--- src/design/dsio_pkg.sv ---
// package: register addresses, reset values and field positions of the dual six-bit port
package dsio_pkg;
    localparam logic [7:0] ADDR_STATUS   = 8'h03;
    localparam logic [7:0] ADDR_BANK_ONE = 8'h06;
    localparam logic [7:0] ADDR_BANK_TWO = 8'h07;
    localparam int         PORT_W        = 6;
    localparam logic [5:0] DIR_RESET     = 6'h3f;
    localparam logic [7:0] OPT_RESET     = 8'hff;
    localparam int         OPT_WAKE_DIS  = 7;
    localparam int         OPT_PULL_DIS  = 6;
    localparam int         OPT_TCLK_SEL  = 5;
    localparam int         STAT_WAKE_BIT = 7;
    localparam int         INPUT_ONLY    = 3;
    localparam int         TCLK_LINE     = 5;
    localparam logic [5:0] WAKE_GROUP    = 6'h1b;
    localparam logic [1:0] SEL_NONE      = 2'h0;
    localparam logic [1:0] SEL_ONE       = 2'h1;
    localparam logic [1:0] SEL_TWO       = 2'h2;
endpackage : dsio_pkg

--- src/design/dsio_bank_if.sv ---
// interface: per-bank drive and read signals between the port top and its bank slices
`timescale 1ns/10ps
interface dsio_bank_if;
    logic [5:0] latch;
    logic [5:0] dir;
    logic [5:0] pins;
    logic [5:0] alt_mask;
    logic [5:0] force_in;
    logic [5:0] oe;
    logic [5:0] rd;
    modport top (output latch, output dir, output pins, output alt_mask, output force_in,
                 input oe, input rd);
    modport bank (input latch, input dir, input pins, input alt_mask, input force_in,
                  output oe, output rd);
endinterface : dsio_bank_if

--- src/design/dsio_bank.sv ---
// bank slice: driver enable and masked pin read for one six-bit port
`timescale 1ns/10ps
module dsio_bank
(
    dsio_bank_if.bank b
);
    import dsio_pkg::*;
    genvar i;
    generate
        for (i = 0; i < PORT_W; i++)
        begin : g_line
            // a set direction bit or a forced input keeps the driver off
            assign b.oe[i] = ~b.dir[i] & ~b.force_in[i];
            // live pin, not the latch; alternate-function pins read zero
            assign b.rd[i] = b.pins[i] & ~b.alt_mask[i];
        end
    endgenerate
endmodule : dsio_bank

--- src/design/dsio_port.sv ---
// top: two six-bit ports with direction registers; pull-ups and wake-on-change on bank one only
`timescale 1ns/10ps
// Operation
// - port reads return live pin levels
// - reset makes every pin a high-impedance input
// - upper two port bits read zero
// - input-only line never drives
// - alternate-function pins read as zero
// - group-wide pull-ups and wake on four lines
// - master clear line: no pull-up, no wake
// - direction load copies working register
// - direction one floats driver, zero drives latch
// - option bit forces timer clock line input
// - direction registers write-only, reset to ones
// - inputs not latched, sampled at read
// - output latch holds until rewritten
// - status bit 7 marks pin-change wake reset
// - bit set/clear writes whole pin image back
// - writes land cycle end, reads sample start
// - output pins lose pull-up and wake
module dsio_port
(
    // clock and reset
    input  wire logic       CLK,
    input  wire logic       RST,
    // wake cause presented by the reset logic, taken on the first cycle after reset drops
    input  wire logic       WAKE_RESET,
    // configuration straps
    input  wire logic [5:0] ONE_ALT_MASK,
    input  wire logic [5:0] TWO_ALT_MASK,
    input  wire logic       MASTER_CLEAR_INPUT_ENABLE,
    // core file access
    input  wire logic [7:0] ADDR,
    input  wire logic       WR_EN,
    input  wire logic [7:0] WR_DATA,
    input  wire logic       RD_EN,
    input  wire logic       BIT_OP,
    input  wire logic [2:0] BIT_SEL,
    input  wire logic       BIT_SET,
    output logic      [7:0] RD_DATA,
    // dedicated direction and option loads
    input  wire logic [1:0] DIR_LOAD_SEL,
    input  wire logic       OPT_LOAD,
    input  wire logic [7:0] W_REG,
    // pins of bank one
    input  wire logic [5:0] ONE_PIN_IN,
    output logic      [5:0] ONE_PIN_OUT,
    output logic      [5:0] ONE_PIN_OE,
    output logic      [5:0] ONE_PULLUP_EN,
    // pins of bank two
    input  wire logic [5:0] TWO_PIN_IN,
    output logic      [5:0] TWO_PIN_OUT,
    output logic      [5:0] TWO_PIN_OE,
    // wake and status
    output logic            WAKE_REQ,
    output logic            WAKE_FLAG
);
    import dsio_pkg::*;

    logic [5:0] one_latch;
    logic [5:0] two_latch;
    logic [5:0] one_dir;
    logic [5:0] two_dir;
    logic [7:0] options;
    logic       wake_flag;
    logic [5:0] wake_snap;
    logic [5:0] next_one_latch;
    logic [5:0] next_two_latch;
    logic [5:0] next_one_dir;
    logic [5:0] next_two_dir;
    logic [7:0] next_options;
    logic       next_wake_flag;
    logic [5:0] next_wake_snap;
    logic       rst_seen;
    logic       next_rst_seen;

    logic [7:0] rd_word;
    logic [5:0] one_group;
    logic [5:0] one_wake_lines;
    logic [5:0] rmw_val;
    logic [7:0] rmw_img;
    logic       wake_hit;
    logic [5:0] pull_lines;
    logic [5:0] next_two_force;

    // access decode
    logic       wr_one;
    logic       wr_two;
    logic       ld_one;
    logic       ld_two;

    // next values of the registered outputs
    logic [5:0] next_one_pin_oe;
    logic [5:0] next_two_pin_oe;
    logic [5:0] next_one_pin_out;
    logic [5:0] next_two_pin_out;
    logic [5:0] next_one_pullup_en;
    logic [7:0] next_rd_data;
    logic       next_wake_req;

    dsio_bank_if one_if ();
    dsio_bank_if two_if ();

    assign one_if.latch    = one_latch;
    assign one_if.dir      = one_dir;
    assign one_if.pins     = ONE_PIN_IN;
    assign one_if.alt_mask = ONE_ALT_MASK;
    assign one_if.force_in = 6'h01 << INPUT_ONLY;
    assign two_if.latch    = two_latch;
    assign two_if.dir      = two_dir;
    assign two_if.pins     = TWO_PIN_IN;
    assign two_if.alt_mask = TWO_ALT_MASK;
    // option bit hands the shared line to the timer clock input
    assign two_if.force_in = {options[OPT_TCLK_SEL], 5'h00} ;

    dsio_bank u_one
    (
        .b (one_if.bank)
    );

    dsio_bank u_two
    (
        .b (two_if.bank)
    );

    // access decode; file writes and direction loads are single-cycle strobes
    always_comb
    begin
        wr_one = WR_EN && (ADDR == ADDR_BANK_ONE);
        wr_two = WR_EN && (ADDR == ADDR_BANK_TWO);
        ld_one = (DIR_LOAD_SEL == SEL_ONE);
        ld_two = (DIR_LOAD_SEL == SEL_TWO);
    end

    // pull-up and wake group of bank one
    always_comb
    begin
        // master clear use removes the input-only line from the group
        one_group = WAKE_GROUP & ~({5'h00, MASTER_CLEAR_INPUT_ENABLE} << INPUT_ONLY);
        // an output pin never pulls up or wakes
        one_wake_lines = one_group & one_dir;
        // pull-ups follow the next direction, so they never overlap a driven pin
        pull_lines = one_group & next_one_dir;
        if (next_options[OPT_PULL_DIS])
        begin
            pull_lines = 6'h00;
        end
        // any change on a grouped input against last cycle's snapshot
        wake_hit = ~options[OPT_WAKE_DIS] &
                   (|((ONE_PIN_IN ^ wake_snap) & one_wake_lines));
    end

    // read path and read-modify-write image
    always_comb
    begin
        rd_word = 8'h00;
        case (ADDR)
            ADDR_BANK_ONE: rd_word = {2'h0, one_if.rd};
            ADDR_BANK_TWO: rd_word = {2'h0, two_if.rd};
            ADDR_STATUS:   rd_word = {wake_flag, 7'h00};
            default:       rd_word = 8'h00;
        endcase
        // read-modify-write starts from the pin image, not the latch
        rmw_img = rd_word;
        rmw_img[BIT_SEL] = BIT_SET;
        rmw_val = BIT_OP ? rmw_img[5:0] : WR_DATA[5:0];
    end

    // output latches
    always_comb
    begin
        next_one_latch = one_latch;
        next_two_latch = two_latch;
        // an input pin's latch is written too, ready for when it drives
        if (wr_one)
        begin
            next_one_latch = rmw_val;
        end
        if (wr_two)
        begin
            next_two_latch = rmw_val;
        end
    end

    // latches are not reset: their content is undefined until first written
    always_ff @(posedge CLK)
    begin
        one_latch <= next_one_latch;
        two_latch <= next_two_latch;
    end

    // direction registers, loaded only by the dedicated instruction
    always_comb
    begin
        next_one_dir = one_dir;
        next_two_dir = two_dir;
        if (ld_one)
        begin
            next_one_dir = W_REG[5:0];
        end
        if (ld_two)
        begin
            next_two_dir = W_REG[5:0];
        end
        if (RST)
        begin
            next_one_dir = DIR_RESET;
            next_two_dir = DIR_RESET;
        end
    end

    always_ff @(posedge CLK)
    begin
        one_dir <= next_one_dir;
        two_dir <= next_two_dir;
    end

    // option register; only bits 7 to 5 matter here, the rest feed the timer
    always_comb
    begin
        next_options = options;
        if (OPT_LOAD)
        begin
            next_options = W_REG;
        end
        if (RST)
        begin
            next_options = OPT_RESET;
        end
    end

    always_ff @(posedge CLK)
    begin
        options <= next_options;
    end

    // wake cause and pin snapshot
    always_comb
    begin
        next_wake_flag = wake_flag;
        next_wake_snap = ONE_PIN_IN;
        next_rst_seen  = RST;
        if (RST)
        begin
            next_wake_flag = 1'b0;
        end
        else if (rst_seen)
        begin
            // cause is taken once, on the first cycle after reset drops
            next_wake_flag = WAKE_RESET;
        end
    end

    always_ff @(posedge CLK)
    begin
        wake_flag <= next_wake_flag;
        wake_snap <= next_wake_snap;
        rst_seen  <= next_rst_seen;
    end

    // pin drive; a write this cycle reaches the pin at the cycle end
    always_comb
    begin
        // option bit hands the shared line to the timer clock input
        next_two_force     = {next_options[OPT_TCLK_SEL], 5'h00};
        next_one_pin_out   = next_one_latch;
        next_two_pin_out   = next_two_latch;
        next_one_pin_oe    = ~next_one_dir & ~one_if.force_in;
        next_two_pin_oe    = ~next_two_dir & ~next_two_force;
        next_one_pullup_en = pull_lines;
        if (RST)
        begin
            next_one_pin_oe    = 6'h00;
            next_two_pin_oe    = 6'h00;
            next_one_pin_out   = 6'h00;
            next_two_pin_out   = 6'h00;
            next_one_pullup_en = 6'h00;
        end
    end

    always_ff @(posedge CLK)
    begin
        ONE_PIN_OE    <= next_one_pin_oe;
        TWO_PIN_OE    <= next_two_pin_oe;
        ONE_PIN_OUT   <= next_one_pin_out;
        TWO_PIN_OUT   <= next_two_pin_out;
        ONE_PULLUP_EN <= next_one_pullup_en;
    end

    // core side: read data stands until the next read
    always_comb
    begin
        next_rd_data  = RD_DATA;
        next_wake_req = wake_hit;
        // pins sampled in the cycle of the read request
        if (RD_EN)
        begin
            next_rd_data = rd_word;
        end
        if (RST)
        begin
            next_rd_data  = 8'h00;
            next_wake_req = 1'b0;
        end
    end

    always_ff @(posedge CLK)
    begin
        RD_DATA   <= next_rd_data;
        WAKE_REQ  <= next_wake_req;
        WAKE_FLAG <= next_wake_flag;
    end
    // direction and option registers have no read path
endmodule : dsio_port

--- config.mk ---
export PLATFORM = sky130hd
export DESIGN_NAME = dsio_port
export DESIGN_NICKNAME = d
export VERILOG_FILES = /design/src/design/dsio_pkg.sv /design/src/design/dsio_bank_if.sv /design/src/design/dsio_bank.sv /design/src/design/dsio_port.sv
export SDC_FILE = /design/constraint.sdc
export NUM_CORES = 1
export LEC_CHECK = 0
export BUFFER_PORTS_ARGS = -buffer_cell sky130_fd_sc_hd__buf_2
export CORE_ASPECT_RATIO = 1.4
export CORE_UTILIZATION = 52
export DETAILED_ROUTE_END_ITERATION = 12
export PLACE_DENSITY = 0.85
export SETUP_SLACK_MARGIN = 0.5
export SYNTH_ARGS = -nofsm -noshare
export SYNTH_HDL_FRONTEND = slang
export SYNTH_HIERARCHICAL = 1
export SYNTH_SLANG_ARGS = --single-unit
--- constraint.sdc ---
create_clock -name CLK -period 3.1 [get_ports CLK]
set_input_delay 0.31 -clock CLK [delete_from_list [all_inputs] [get_ports CLK]]
set_output_delay 0.31 -clock CLK [all_outputs]
set_load 0.03 [all_outputs]
[After elaboration in Yosys (flattened, before gate mapping)]
Index checks and enable logic that the tools add are counted.
Word-level totals
  logic and storage cells: 77
  input port bits: 62
  output and inout port bits: 40
  register bits after elaboration: 79
Cells by class
  equal/unequal tests: 5
  mux-type cells: 13
  reductions and logical operators: 5
  $lt $le $gt $ge: 2
  bitwise gates (word level): 35
Operators with widths (count)
  $mux 6: 7
  $pmux 8 s3: 1
  $not 6->6: 3
  $eq 8x3->1 const B: 2
  $mux 7: 2
  $and 1x1->1: 13
  $not 1->1: 13
  $and 5x6->6: 2
  $and 6x6->6: 2
  $bwmux 8: 1
  $eq 8x2->1 const B: 1
  $reduce_or 6->1: 1
  $xor 6x6->6: 1
  $not 4->5: 1
  $lt 3x4->1 const B: 1
  $demux 1 s3: 1
  $ge 3x1->1 const B: 1
  $logic_and 1x1->1: 3
  $eq 2x1->1 const B: 1
  $eq 2x2->1 const B: 1
  $reduce_or 2->1: 1
  $mux 1: 1

[Longest topological paths before layout]
  word-level depth: 7
  gate-level depth with buffers: 5
  depth with buffers taken out: 5

[By module]
The synthesis kept the hierarchy.
By module, submodules not included
  dsio_port: instances 1, cells an instance 247, area each 2503.7 um^2, seq. area each 1361.3 um^2
  dsio_bank: instances 2, cells an instance 12, area each 105.1 um^2, seq. area each 0.0 um^2

[Worst setup path after synthesis]
No wires, ideal clock.
  path type: input port to flip-flop
  start: input ADDR[5]
  end: register ONE_PIN_OUT[2]
  slack: 1275 ps
  stages: 5
  arrival: 1682 ps
  setup time: 142 ps
  data required time: 2958 ps
  buffers on the path: 2
  cell sequence: or4_4 > buf_6 > nor4_4 > buf_2 > a311oi_1
On the way
  word-level cells in the longest chain between the ends: 5
  elaborated cells between the ends (all ways): 8
  those cells by class: eq/ne (3); mux (4); reduce/logical (1)
RTL lines
  from (decl): line dsio_port.sv:33  | input wire logic [7:0] ADDR,
  $eq 8x2->1 (tied with other cells): line dsio_port.sv:157  | case (ADDR)
  $pmux 8 s3: line dsio_port.sv:157
  $bwmux 8: line dsio_port.sv:165  | rmw_img[BIT_SEL] = BIT_SET;
  $mux 6: line dsio_port.sv:166  | rmw_val = BIT_OP ? rmw_img[5:0] : WR_DATA[5:0];
  $mux 6 (*): line dsio_port.sv:175  | if (wr_one)
  to (signal assigned): line dsio_port.sv:285  | ONE_PIN_OUT <= next_one_pin_out;
  to (decl): line dsio_port.sv:47  | output logic [5:0] ONE_PIN_OUT,
Mark *: on every way between the ends. The rest lies on a longest branch, timed or not.
A chain may end at the register's enable or synchronous reset.

[Worst setup path in the final report]
  start: input ADDR[5]
  end: register ONE_PIN_OUT[5]
Same word-level chain as after synthesis.

==> summary.md <==
| Metric | Value |
|---|---|
| Clk_lat worst skew | `0.34 ns` |
| Vias in the first global route | `2066` |
| Buf/Inv on CP | `1` |
| Relative slew margins | `0.446` |
| Met3 wire length | `279 µm` |
| Gp weighted congestion | `0.778` |
| CP arrival | `2.17 ns` |
| Syn Inst Count | `258` |
| Crit-path slowest cell | `nor4_4` |
| Hold Buf Count CTS | `0` |
| Post-CTS setup buffer count | `0` |
| CORE AREA | `4880 µm²` |
| Final std cells w/o fill | `422` |
| Net Sw Frac | `0.259` |
| Input/output buffers | `95` |
| Max Clock Skew | `about 0.0037 ns` |
| Starting Density | `0.546` |
| Period utilization | `0.620` |
| Startpoint types | `input pin` |
| Design Area, Final | `approximately 3400 µm²` |
| PostCTS Resize Cnt | `0` |
| Worst EP required | `3.34 ns` |
| Clock sink total | `68` |
| Status | `completed` |
| Crit-path cells | `buf_2, or4_4, nor4_4, nor2_1, a311oi_1` |
| Clock buffer depth | `2` |
| CP peak stage delay | `roughly 0.73 ns` |
| Post-DR vias/cell | `about 5.2` |
| Commonest non-fill, non-tap cell in the layout | `buf_2` |
| Delay-heaviest family, CP | `simple AND/OR/NAND/NOR gates` |
| Remaining global-route overflow | `0` |
| Layout area overhead | `26.0%` |
| RSZ-0062 raised after global routing | `no` |
| Syn. warnings | `6` |
| DR pass1 iterations | `4` |
| Share of cells above drive strength 1 | `0.366` |
| Placed instance count | `a little over 400` |
| Largest net degree at the start of global routing | `38` |
| Drt total wl | `5670 µm` |
| Pwr Density | `roughly 570 nW/µm²` |
| CTS H-tree lvls | `3` |
| Count of final hold-check violations | `0` |
| Final Max Tran Viols | `0` |
| Final ANT Viol Nets | `0` |
| Die area | `~5400 µm²` |
| Drt initial violations | `99` |
| Most frequent cells in the layout | `buf_2 (95), dfxtp_1 (68), nor2_1 (21)` |
| Critical path fanouts, max | `17` |
| Setup TNS | `0 ns` |
| Antenna violations before repair | `0` |
| Root Buffer | `clkbuf_8` |
| Worst-Margin Slew | `0.825 ns` |
| Fmax | `0.520 GHz` |
| Sequential share of power | `0.492` |
| Logic gate share of total power | `0.129` |
| Power Total | `1.91 mW` |
| Total CTS buffers | `9` |
| Met2 Wirelength | `2960 µm` |
| # nets final | `415` |
| Post-DP Area | `3160 µm²` |
| Synthesized area per cell | `around 10 µm²` |
| Routed vias | `2182` |
| Clock power share | `0.379` |
| R2r setup slk | `1.92 ns` |
| GRT Total Usage | `0.216` |
| # rows | `30` |
| Die height | `about 87 µm` |
| Wire length per cell | `13.4 µm` |
| Int Pwr | `1.42 mW` |
| CTS tree | `yes` |
| Hold WC Path Type | `input pin to flop` |
| # DRC | `0` |
| Clock Pin Slew Worst Setup and Hold Paths | `0.07 ns` |
| First-pass GRT wire length | `8960 µm` |
| Post-synthesis instance area | `2670 µm²` |
| CP Class | `input pin to flop` |
| Switching power | `0.495 mW` |
| I/O pin cnt | `slightly above 100` |
| Uppermost layer routed | `met4` |
| Peak VDD IR | `0.000279 V` |
| Die Wd | `62.5 µm` |
| Lkg Pwr | `1.58 nW` |
| Clock period minus worst slack | `1.92 ns` |
| Setup crit end kind | `flop` |
| Max cap viols | `0` |
| Diodes inserted | `0` |
| Post-DP HPWL | `4220 µm` |
| M1 WL | `2280 µm` |
| Endpoints failing setup | `0` |
==> power by group through the flow <==
stage	registers, mW	logic, mW	clock network (mW)
detailed placement	0.960	0.247	0
finish	0.940	0.247	0.723
global route	0.943	0.268	0.772
CTS	0.940	0.248	0.733
floorplan	1.00	0.118	0
global placement	0.957	0.239	0
==> worst reg2reg max path: cells and delay by family, from the launching register on <==
kind             cells  cell delay (ns)
AO/OA/AOI/OAI        2             0.52
flip-flops           1             0.31
XOR/XNOR             1             0.15
AND/OR/NAND/NOR      1             0.07
==> metrics by stage <==
stage               hold WS, ns  setup slack [ns]  utilization
global route              0.107              1.05        0.688
CTS                       0.103              1.16        0.688
finish                    0.110              1.18        0.688
detailed placement        0.417             0.812        0.647
floorplan                 0.338              1.28            -
global placement          0.414             0.854        0.647
==> state kept, by name, summed over array words and instances (netlist names) <==
register       cells
ONE_PIN_OE         5
ONE_PIN_OUT        6
ONE_PULLUP_EN      4
RD_DATA            7
TWO_PIN_OE         6
TWO_PIN_OUT        6
WAKE_FLAG          1
WAKE_REQ           1
one_dir            6
one_if.latch       6
options            3
rst_seen           1
two_dir            6
two_if.latch       6
wake_snap          4
==> layer usage <==
layer | track usage | vias up
li1 | - | 1090
met1 | 0.224 | 1002
met2 | 0.397 | 75
met3 | 0.0421 | 15
met4 | 0.133 | 0
met5 | 0 | -
==> final timing paths <==
check / endpoint / cells past startpoint / startpoint
setup / recovery: ONE_PIN_OUT[5] / 5 / ADDR[5]
hold / removal: wake_snap[4] / 1 / ONE_PIN_IN[4]
setup reg to reg: WAKE_REQ / 4 / wake_snap[3]
hold reg to reg: WAKE_REQ / 1 / options[7]
==> cell type report <==
| class | instances | area [µm²] |
|---|---|---|
| multi-input combinational | 164 | 1180 |
| clock buffer | 10 | 138 |
| clock inverter | 6 | 63.8 |
| sequential | 68 | 1360 |
| fill | 388 | 1520 |
| inverter | 14 | 52.6 |
| tap | 64 | 80.1 |
| timing repair buffer | 96 | 483 |
No activity file was read; power rests on OpenSTA's default activity.
